===== config.mk =====
export PLATFORM = sky130hd
export DESIGN_NAME = cwnp_config_loader
export DESIGN_NICKNAME = d
export VERILOG_FILES = /design/src/cwnp_pkg.sv /design/src/cwnp_config_loader.sv
export SDC_FILE = /design/constraint.sdc
export NUM_CORES = 1
export LEC_CHECK = 0
export BUFFER_PORTS_ARGS = -buffer_cell sky130_fd_sc_hd__buf_2
export CAP_MARGIN = 20
export CELL_PAD_IN_SITES_DETAIL_PLACEMENT = 0
export CELL_PAD_IN_SITES_GLOBAL_PLACEMENT = 1
export CORE_MARGIN = 2
export CORE_UTILIZATION = 36
export DETAILED_ROUTE_END_ITERATION = 8
export GPL_ROUTABILITY_DRIVEN = 0
export PLACE_DENSITY_LB_ADDON = 0.2
export SKIP_CTS_REPAIR_TIMING = 1
export SYNTH_ARGS = -nofsm -noshare
export SYNTH_HDL_FRONTEND = slang
export SYNTH_SLANG_ARGS = --single-unit

===== constraint.sdc =====
create_clock -name clk -period 3 [get_ports clk]
set_input_delay 0.15 -clock clk [delete_from_list [all_inputs] [get_ports clk]]
set_output_delay 0.15 -clock clk [all_outputs]
set_load 0.005 [all_outputs]

===== src/cwnp_pkg.sv =====
// cwnp_pkg: constants, modes and carriers for the config word loader
// assumes 14-bit word images arriving from the flash array
package cwnp_pkg;
  localparam int WORD_W = 14;
  localparam int BSZ_W = 16;
  localparam logic [7:0] ADR_WDOG = 8'h00;
  localparam logic [7:0] ADR_MEM = 8'h04;
  localparam logic [7:0] ADR_CTRL = 8'h08;
  localparam logic [7:0] ADR_STAT = 8'h0C;
  localparam logic [13:0] WDOG_UNIMPL = 14'h0080;
  localparam logic [13:0] MEM_UNIMPL = 14'h1460;
  localparam logic [13:0] MEM_STICKY = 14'h0B98;
  localparam int CLKSEL_LSB = 11;
  localparam int WIN_LSB = 8;
  localparam int MODE_LSB = 5;
  localparam int PER_LSB = 0;
  localparam int LV_PROG_BIT = 13;
  localparam int SA_WP_BIT = 11;
  localparam int CFG_WP_BIT = 9;
  localparam int BOOT_WP_BIT = 8;
  localparam int APP_WP_BIT = 7;
  localparam int SA_EN_N_BIT = 4;
  localparam int BOOT_EN_N_BIT = 3;
  localparam int BSZ_LSB = 0;
  localparam logic [2:0] WIN_OPEN = 3'h7;
  localparam logic [2:0] WIN_SOFT_MIN = 3'h6;
  localparam logic [4:0] PER_ERASED = 5'h1F;
  localparam logic [4:0] PER_DEFAULT = 5'h0B;
  localparam logic [5:0] PER_SHIFT_BASE = 6'h05;
  localparam logic [2:0] BOOT_SMALL = 3'h7;
  localparam logic [15:0] BOOT_SMALL_WORDS = 16'h0200;
  localparam logic [15:0] BOOT_LARGE_WORDS = 16'h0400;
  localparam int CTL_SOFT_EN = 0;
  localparam int CTL_WIN_LSB = 4;
  localparam int CTL_PER_LSB = 8;
  localparam int STA_REJ = 0;
  localparam int STA_RUN = 1;
  localparam int STA_HELD = 2;
  localparam int STA_PROT_LSB = 8;
  localparam int STA_BSZ_LSB = 16;
  typedef enum logic [2:0] {
    CLK_MF = 3'b000,
    CLK_LF = 3'b001,
    CLK_RSVD = 3'b010,
    CLK_SOFT = 3'b111
  } cwnp_clk_t;
  typedef enum logic [1:0] {
    MODE_OFF = 2'b00,
    MODE_SOFT = 2'b01,
    MODE_AWAKE = 2'b10,
    MODE_ON = 2'b11
  } cwnp_mode_t;
  typedef enum logic {
    ST_LOAD = 1'b0,
    ST_HELD = 1'b1
  } cwnp_state_t;
  typedef struct packed {
    cwnp_clk_t clk_sel;
    logic [2:0] window;
    logic win_soft;
    logic win_keyed;
    cwnp_mode_t mode;
    logic [4:0] period;
    logic per_soft;
    logic [5:0] div_shift;
  } cwnp_wdog_t;
  typedef struct packed {
    logic lv_prog_en;
    logic hv_prog_req;
    logic reset_pin_fixed;
    logic store_en;
    logic store_wp;
    logic cfg_wp;
    logic boot_en;
    logic boot_wp;
    logic app_wp;
    logic [15:0] boot_words;
  } cwnp_prot_t;
  localparam cwnp_wdog_t WDOG_RST = '0;
  localparam cwnp_prot_t PROT_RST = '0;
endpackage


===== src/cwnp_config_loader.sv =====
// cwnp_config_loader: decodes watchdog and memory config words
// assumes word images from the flash array, classic Wishbone master
//
// Overview of operation
// - clock select: 001 low, 000 mid, 111 soft
// - window 11x open and soft, else keyed
// - mode 11 runs always, soft enable ignored
// - mode 10 runs awake, suspended asleep
// - mode 01 follows soft enable only
// - mode 00 keeps watchdog off
// - period codes give divider two^(code+5)
// - erased period loads 01011, software selectable
// - low voltage programming fixes reset pin
// - interface cannot clear low voltage bit
// - storage write protect only when enabled
// - config write protect blocks self writes
// - boot write protect only when enabled
// - app write protect blocks app self writes
// - boot and storage enables are active low
// - boot size locked once boot enabled
// - protection bits clear only, erase restores
// - boot size 0, 512 or 1024 words
// - boot size clamped to half memory
// - unimplemented bits read as one
//
// Decided for this implementation: the Wishbone interface to the registers and the placing of the registers.
`timescale 1ns/1ps
module cwnp_config_loader
  import cwnp_pkg::*;
#(
  parameter int UPM_WORDS = 2048,
  parameter int STORE_WORDS = 128,
  parameter int PA_W = 15
) (
  input wire logic clk,
  input wire logic sys_rst,
  input wire logic wb_cyc_i,
  input wire logic wb_stb_i,
  input wire logic wb_we_i,
  input wire logic [7:0] wb_adr_i,
  input wire logic [3:0] wb_sel_i,
  input wire logic [31:0] wb_dat_i,
  output logic [31:0] wb_dat_o,
  output logic wb_ack_o,
  input wire logic [WORD_W-1:0] nvm_wdog_word,
  input wire logic [WORD_W-1:0] nvm_mem_word,
  input wire logic reset_pin_enable,
  input wire logic lv_iface_active,
  input wire logic prog_access,
  input wire logic core_sleep,
  input wire logic sw_req,
  input wire logic [PA_W-1:0] sw_addr,
  input wire logic sw_cfg,
  output logic sw_deny,
  output logic nvm_wr_valid,
  output logic nvm_wr_mem,
  output logic [WORD_W-1:0] nvm_wr_data,
  output cwnp_wdog_t wdog_cfg,
  output cwnp_prot_t prot_cfg,
  output logic wdog_run,
  output logic [2:0] wdog_window_runtime,
  output logic [4:0] wdog_period_runtime
);
  localparam logic [15:0] HALF_WORDS = 16'(UPM_WORDS / 2);
  localparam logic [PA_W-1:0] STORE_BASE =
    PA_W'(UPM_WORDS - STORE_WORDS);

  cwnp_state_t state_q, state_d;
  cwnp_wdog_t wcfg_q;
  cwnp_prot_t pcfg_q;
  logic [WORD_W-1:0] wimg_q, mimg_q;
  logic ack_q;
  logic [31:0] dat_q;
  logic run_q, run_d;
  logic soft_en_q;
  logic [2:0] win_rt_q;
  logic [4:0] per_rt_q;
  logic rej_q;
  logic wr_valid_q, wr_mem_q;
  logic [WORD_W-1:0] wr_data_q;

  // load sequencing: one capture cycle after reset, then held
  wire load_en = (state_q == ST_LOAD);
  always_comb begin
    case (state_q)
      ST_LOAD: state_d = ST_HELD;
      ST_HELD: state_d = ST_HELD;
      default: state_d = ST_LOAD;
    endcase
  end

  // watchdog word decode
  wire [WORD_W-1:0] w_in = nvm_wdog_word | WDOG_UNIMPL;
  wire [2:0] ccs = w_in[CLKSEL_LSB +: 3];
  wire [2:0] cws = w_in[WIN_LSB +: 3];
  wire [4:0] cps = w_in[PER_LSB +: 5];
  wire ccs_ok = (ccs == CLK_LF) | (ccs == CLK_MF) | (ccs == CLK_SOFT);
  wire w_soft = (cws >= WIN_SOFT_MIN);
  wire p_soft = (cps == PER_ERASED);
  wire [4:0] per = p_soft ? PER_DEFAULT : cps;
  cwnp_wdog_t w_dec;
  assign w_dec.clk_sel = ccs_ok ? cwnp_clk_t'(ccs) : CLK_RSVD;
  assign w_dec.window = w_soft ? WIN_OPEN : cws;
  assign w_dec.win_soft = w_soft;
  assign w_dec.win_keyed = ~w_soft;
  assign w_dec.mode = cwnp_mode_t'(w_in[MODE_LSB +: 2]);
  assign w_dec.period = per;
  assign w_dec.per_soft = p_soft;
  assign w_dec.div_shift = {1'b0, per} + PER_SHIFT_BASE;

  // memory word decode; enables are active low
  wire [WORD_W-1:0] m_in = nvm_mem_word | MEM_UNIMPL;
  wire boot_on = ~m_in[BOOT_EN_N_BIT];
  wire store_on = ~m_in[SA_EN_N_BIT];
  wire [2:0] bsz = m_in[BSZ_LSB +: 3];
  wire [15:0] bsz_raw = ~boot_on ? 16'h0000 :
    (bsz == BOOT_SMALL) ? BOOT_SMALL_WORDS : BOOT_LARGE_WORDS;
  wire [15:0] bsz_clamp =
    (bsz_raw > HALF_WORDS) ? HALF_WORDS : bsz_raw;
  cwnp_prot_t p_dec;
  assign p_dec.lv_prog_en = m_in[LV_PROG_BIT];
  assign p_dec.hv_prog_req = ~m_in[LV_PROG_BIT];
  // reset-pin enable is ignored while low voltage programming is on
  assign p_dec.reset_pin_fixed =
    m_in[LV_PROG_BIT] | reset_pin_enable;
  assign p_dec.store_en = store_on;
  assign p_dec.store_wp = store_on & ~m_in[SA_WP_BIT];
  assign p_dec.cfg_wp = ~m_in[CFG_WP_BIT];
  assign p_dec.boot_en = boot_on;
  assign p_dec.boot_wp = boot_on & ~m_in[BOOT_WP_BIT];
  assign p_dec.app_wp = ~m_in[APP_WP_BIT];
  assign p_dec.boot_words = bsz_clamp;

  // captured once per reset; later flash writes take effect next reset
  always_ff @(posedge clk) begin
    if (sys_rst) begin
      state_q <= ST_LOAD;
      wcfg_q <= WDOG_RST;
      pcfg_q <= PROT_RST;
      wimg_q <= '0;
      mimg_q <= '0;
    end else begin
      state_q <= state_d;
      if (load_en) begin
        wcfg_q <= w_dec;
        pcfg_q <= p_dec;
        wimg_q <= w_in;
        mimg_q <= m_in;
      end
    end
  end

  // watchdog run decision, from the latched mode
  always_comb begin
    case (wcfg_q.mode)
      MODE_ON: run_d = 1'b1;
      MODE_AWAKE: run_d = ~core_sleep;
      MODE_SOFT: run_d = soft_en_q;
      MODE_OFF: run_d = 1'b0;
      default: run_d = 1'b0;
    endcase
  end

  // Wishbone slave: answer one cycle after the request
  wire req = wb_cyc_i & wb_stb_i & ~ack_q;
  wire wr_go = wb_cyc_i & wb_stb_i & wb_we_i & ack_q;
  wire hit_wdog = (wb_adr_i == ADR_WDOG);
  wire hit_mem = (wb_adr_i == ADR_MEM);
  wire hit_ctrl = (wb_adr_i == ADR_CTRL);
  wire hit_stat = (wb_adr_i == ADR_STAT);
  wire lo_ok = &wb_sel_i[1:0];
  wire wr_word = wr_go & (hit_wdog | hit_mem) & lo_ok;
  // self writes denied by config protection; programmer bypasses it
  wire wr_block = pcfg_q.cfg_wp & ~prog_access;
  wire wr_ok = wr_word & ~wr_block;
  wire wr_ctl0 = wr_go & hit_ctrl & wb_sel_i[0];
  wire wr_ctl1 = wr_go & hit_ctrl & wb_sel_i[1];
  wire rej_clr = wr_go & hit_stat & wb_sel_i[0] & wb_dat_i[STA_REJ];

  // memory word write filter
  wire [WORD_W-1:0] m_cur = nvm_mem_word | MEM_UNIMPL;
  wire [WORD_W-1:0] m_new = wb_dat_i[WORD_W-1:0] | MEM_UNIMPL;
  // sticky bits may only go from one to zero
  wire [WORD_W-1:0] m_stk =
    m_new & (m_cur | ~MEM_STICKY);
  wire lv_keep = lv_iface_active & ~m_stk[LV_PROG_BIT];
  wire bsz_keep = ~m_cur[BOOT_EN_N_BIT];
  wire [WORD_W-1:0] m_flt;
  assign m_flt[LV_PROG_BIT] =
    lv_keep ? m_cur[LV_PROG_BIT] : m_stk[LV_PROG_BIT];
  assign m_flt[LV_PROG_BIT-1:BSZ_LSB+3] =
    m_stk[LV_PROG_BIT-1:BSZ_LSB+3];
  assign m_flt[BSZ_LSB +: 3] =
    bsz_keep ? m_cur[BSZ_LSB +: 3] : m_stk[BSZ_LSB +: 3];
  wire [WORD_W-1:0] w_new = wb_dat_i[WORD_W-1:0] | WDOG_UNIMPL;

  always_ff @(posedge clk) begin
    if (sys_rst) begin
      wr_valid_q <= 1'b0;
      wr_mem_q <= 1'b0;
      wr_data_q <= '0;
    end else begin
      wr_valid_q <= wr_ok;
      if (wr_ok) begin
        wr_mem_q <= hit_mem;
        wr_data_q <= hit_mem ? m_flt : w_new;
      end
    end
  end

  // runtime window and period, writable only where soft control allowed
  always_ff @(posedge clk) begin
    if (sys_rst) begin
      soft_en_q <= 1'b0;
      win_rt_q <= '0;
      per_rt_q <= '0;
      run_q <= 1'b0;
    end else begin
      run_q <= run_d & ~load_en;
      if (load_en) begin
        win_rt_q <= w_dec.window;
        per_rt_q <= w_dec.period;
      end else begin
        if (wr_ctl0) begin
          soft_en_q <= wb_dat_i[CTL_SOFT_EN];
        end
        if (wr_ctl0 & wcfg_q.win_soft) begin
          win_rt_q <= wb_dat_i[CTL_WIN_LSB +: 3];
        end
        if (wr_ctl1 & wcfg_q.per_soft) begin
          per_rt_q <= wb_dat_i[CTL_PER_LSB +: 5];
        end
      end
    end
  end

  // rejected-write flag: a new rejection beats a clear
  always_ff @(posedge clk) begin
    if (sys_rst) begin
      rej_q <= 1'b0;
    end else if (wr_word & wr_block) begin
      rej_q <= 1'b1;
    end else if (rej_clr) begin
      rej_q <= 1'b0;
    end
  end

  // read data
  wire [31:0] rd_ctrl = {19'h0_0000, per_rt_q, 1'b0, win_rt_q,
    3'h0, soft_en_q};
  wire [7:0] rd_prot = {3'h0, pcfg_q.lv_prog_en, pcfg_q.store_wp,
    pcfg_q.cfg_wp, pcfg_q.boot_wp, pcfg_q.app_wp};
  wire [31:0] rd_stat = {pcfg_q.boot_words, rd_prot, 5'h00,
    (state_q == ST_HELD), run_q, rej_q};
  wire [31:0] rd_mux =
    hit_wdog ? {18'h0_0000, wimg_q} :
    hit_mem ? {18'h0_0000, mimg_q} :
    hit_ctrl ? rd_ctrl :
    hit_stat ? rd_stat : 32'h0000_0000;

  always_ff @(posedge clk) begin
    if (sys_rst) begin
      ack_q <= 1'b0;
      dat_q <= '0;
    end else begin
      ack_q <= req;
      if (req) begin
        dat_q <= rd_mux;
      end
    end
  end

  // self-write permission check for the flash controller
  wire [15:0] sw_ext = 16'(sw_addr);
  wire in_boot = pcfg_q.boot_en & (sw_ext < pcfg_q.boot_words);
  wire in_store = pcfg_q.store_en & (sw_addr >= STORE_BASE);
  assign sw_deny = sw_req & (sw_cfg ? pcfg_q.cfg_wp :
    in_boot ? pcfg_q.boot_wp :
    in_store ? pcfg_q.store_wp :
    pcfg_q.app_wp);

  assign wb_ack_o = ack_q;
  assign wb_dat_o = dat_q;
  assign nvm_wr_valid = wr_valid_q;
  assign nvm_wr_mem = wr_mem_q;
  assign nvm_wr_data = wr_data_q;
  assign wdog_cfg = wcfg_q;
  assign prot_cfg = pcfg_q;
  assign wdog_run = run_q;
  assign wdog_window_runtime = win_rt_q;
  assign wdog_period_runtime = per_rt_q;
endmodule // cwnp_config_loader


==> results.cfg <==
[run_status]
outcome = completed

[grt]
first_global_vias = 3808
overflow = 0
antenna_found_initial = 3
grt_max_degree = 53
grt_pass1_wl_mm = 20.9
track_usage = 0.203

[placement]
dp_slack_ps = 808
io_buffers = 141
hpwl_mm = 10.1

[setup_path]
path_cells = inv_1, ha_1, a2111oi_0, a221oi_1, o41ai_1, buf_2
crit_family = compound AO/OA/AOI/OAI gates
critPathMaxStageDelay_ps = 560
reg2reg_depth = 4
worstPathMaxFanout = 4
critPathArrivalTime_ps = 2220
critPathKind = register to primary output
cp.buffers_inverters = 2
slowest_stage = a2111oi_0
cp-end-kind = primary output
critical_path_required_ps = 2850
start_kind = register
cp.depth = 6

[drt]
routed_wl_mm = 13.7
num_vias = 4075
drc_errors = 0
final_antenna_net_count = 0
drtIter0Drc = 181
vias_per_cell = 4.97
firstDrtPassIters = 5
wire_per_inst_um = 16.7

[power]
p_leak_nw = 2.45
power.density_nw_per_um2 = 521
ir_drop_uv = 224

[sta]
fin_crit_sh = 0.791
setup_viol = 0
fin_skew_ps = 6.31
min_period_ps = 2370
rsz0062_at_grt = false
worstMarginPinSlew_ps = 767
max_freq_ghz = 0.421
fin_hold_ws_ps = 34.3
setup_ws_ps = 627
slew_headroom = 0.488
drv_slew = 0
tns_ps = 0
finalHoldViolCount = 0

[clock_network]
htree_levels = 3
clockBufferDepth = 2
path_clk_slew_ps = 70
numCtsBuffers = 9
clock_latency_ps = 350
tritoncts = yes
cts_sinks = 99
cts-root-buf = clkbuf_16

[yosys]
synth-edff-count = 0
synth_top_area_cell = dfxtp_1
synth-seq-area-share = 0.435
async_reset_ff_frac = 0
synth_area_sq_um = 4560
ys_ff_latch = 99
synth_warnings = 0
syn-instance-count = 525
yosysTopAreaCellShare = 0.435
ys.flop_type = dfxtp_1
syn_avg_cell_area_sq_um = 8.68
ys_top_cells_by_area = dfxtp_1 44%, mux2i_1 8.1%, a21oi_1 6.6%
netlist-cell-type-count = 55

[floorplanning]
num_rows = 41
die_h_um = 116
design.portCount = 204
core_area_sq_um = 12500
initial_core_util = 0.365
die_area_sq_um = 13600
die_w_um = 116

[final_layout]
seqCellArea_sq_um = 1980
syn2layout_area_growth_pct = 21.8
drive_gt1_frac = 0.272
nNetsFinal = 742
fill_cells = 1275
final_cell_mix = 141 x buf_2, 98 x dfxtp_1, 63 x nor2_1, 60 x a21oi_1, 37 x mux2i_1
final_common_cell = buf_2
fin_util = 0.445
multi_input_area_sq_um = 2240

[run]
max_cap_viol_count = 0

[hold_path]
min_path_cells = 3
hp-class = input port to register
## Yosys cell counts, drive strengths merged, types with 2 or more instances
library cell  number
clkbuf            23
nand4b             3
nor3              15
nand2             31
nor2              63
buf               47
nor4              10
a21oi             60
nand4              5
o22ai              4
mux2               4
a41o               2
mux2i             37
a22o               2
o211ai             3
a211oi             8
ha                 3
or2                2
o21ai             19
xnor2              3
nand3             11
or4                2
nor2b              8
dfxtp             99
a22oi              7
a221oi             3
nand2b             7
o31ai              3
and3               2
nand3b             3
inv               14
and4               3
o2111ai            4
## registers in the layout, summed over array words and instances (netlist names), 3 cells and up
name and count:
wb_dat_o 16, mimg_q 9, wdog_cfg 21, wdog_period_runtime 5
nvm_wr_data 14, wdog_window_runtime 3, wimg_q 13, prot_cfg 11
## layout make-up
class / instances / share of cell area
Sequential cell: 99 / 0.357
Antenna cell: 2 / 0.000902
Timing Repair Buffer: 146 / 0.136
Multi-Input combinational cell: 371 / 0.403
Tap cell: 172 / 0.0388
Clock buffer: 14 / 0.0512
Inverter: 14 / 0.00947
Clock inverter: 2 / 0.00293
## stage by stage
stage	power [mW]	instances	area, sq um
detailed placement	1.76	802	5250
global route	3.01	819	5550
CTS	2.92	818	5550
global placement	1.76	802	5250
finish	2.89	820	5550
floorplan	1.64	554	4660
## power breakdown
group,internal (mW),switching [mW]
registers,1.37,0.0471
clock network,0.657,0.504
logic,0.132,0.184
total,2.16,0.735
## logic make-up (layout without fill, tap and decap cells)
logic type,count (synthesis),after routing,share of synthesized area
compound gates,123,123,0.164
xor+xnor,3,3,0.00577
fa+ha+maj,3,3,0.00824
buf+inv,84,176,0.0975
flops,99,99,0.435
mux,42,42,0.0961
other cells,1,32,0.000823
simple gates,170,170,0.192
## worst paths after layout
path,startpoint,to,slack [ps]
setup / recovery,prot_cfg[10]$_SDFFE_PP0N_,sw_deny,630
hold reg to reg,wb_dat_o[11]$_SDFFE_PP0P_,wb_dat_o[11]$_SDFFE_PP0P_,450
hold / removal,nvm_wdog_word[5],wdog_cfg[12]$_SDFFE_PP0N_,30
setup reg to reg,wb_ack_o$_SDFF_PP0_,nvm_wr_data[7]$_SDFFE_PP0P_,1100
## tightest hold or removal path: cells and delay by family
family,cells,cell delay (ps)
multiplexers,1,50
buffers and inverters,1,70
AND/OR/NAND/NOR,1,70
## per-layer routing
metal | vias up | part of all wire | GRT usage
li1 | 2027 | - | -
met1 | 1897 | 0.46 | 0.289
met2 | 131 | 0.45 | 0.302
met3 | 18 | 0.069 | 0.0431
met4 | 2 | 0.017 | 0.0738
met5 | - | 0.00095 | 0
(Power assumes the default switching activity.)
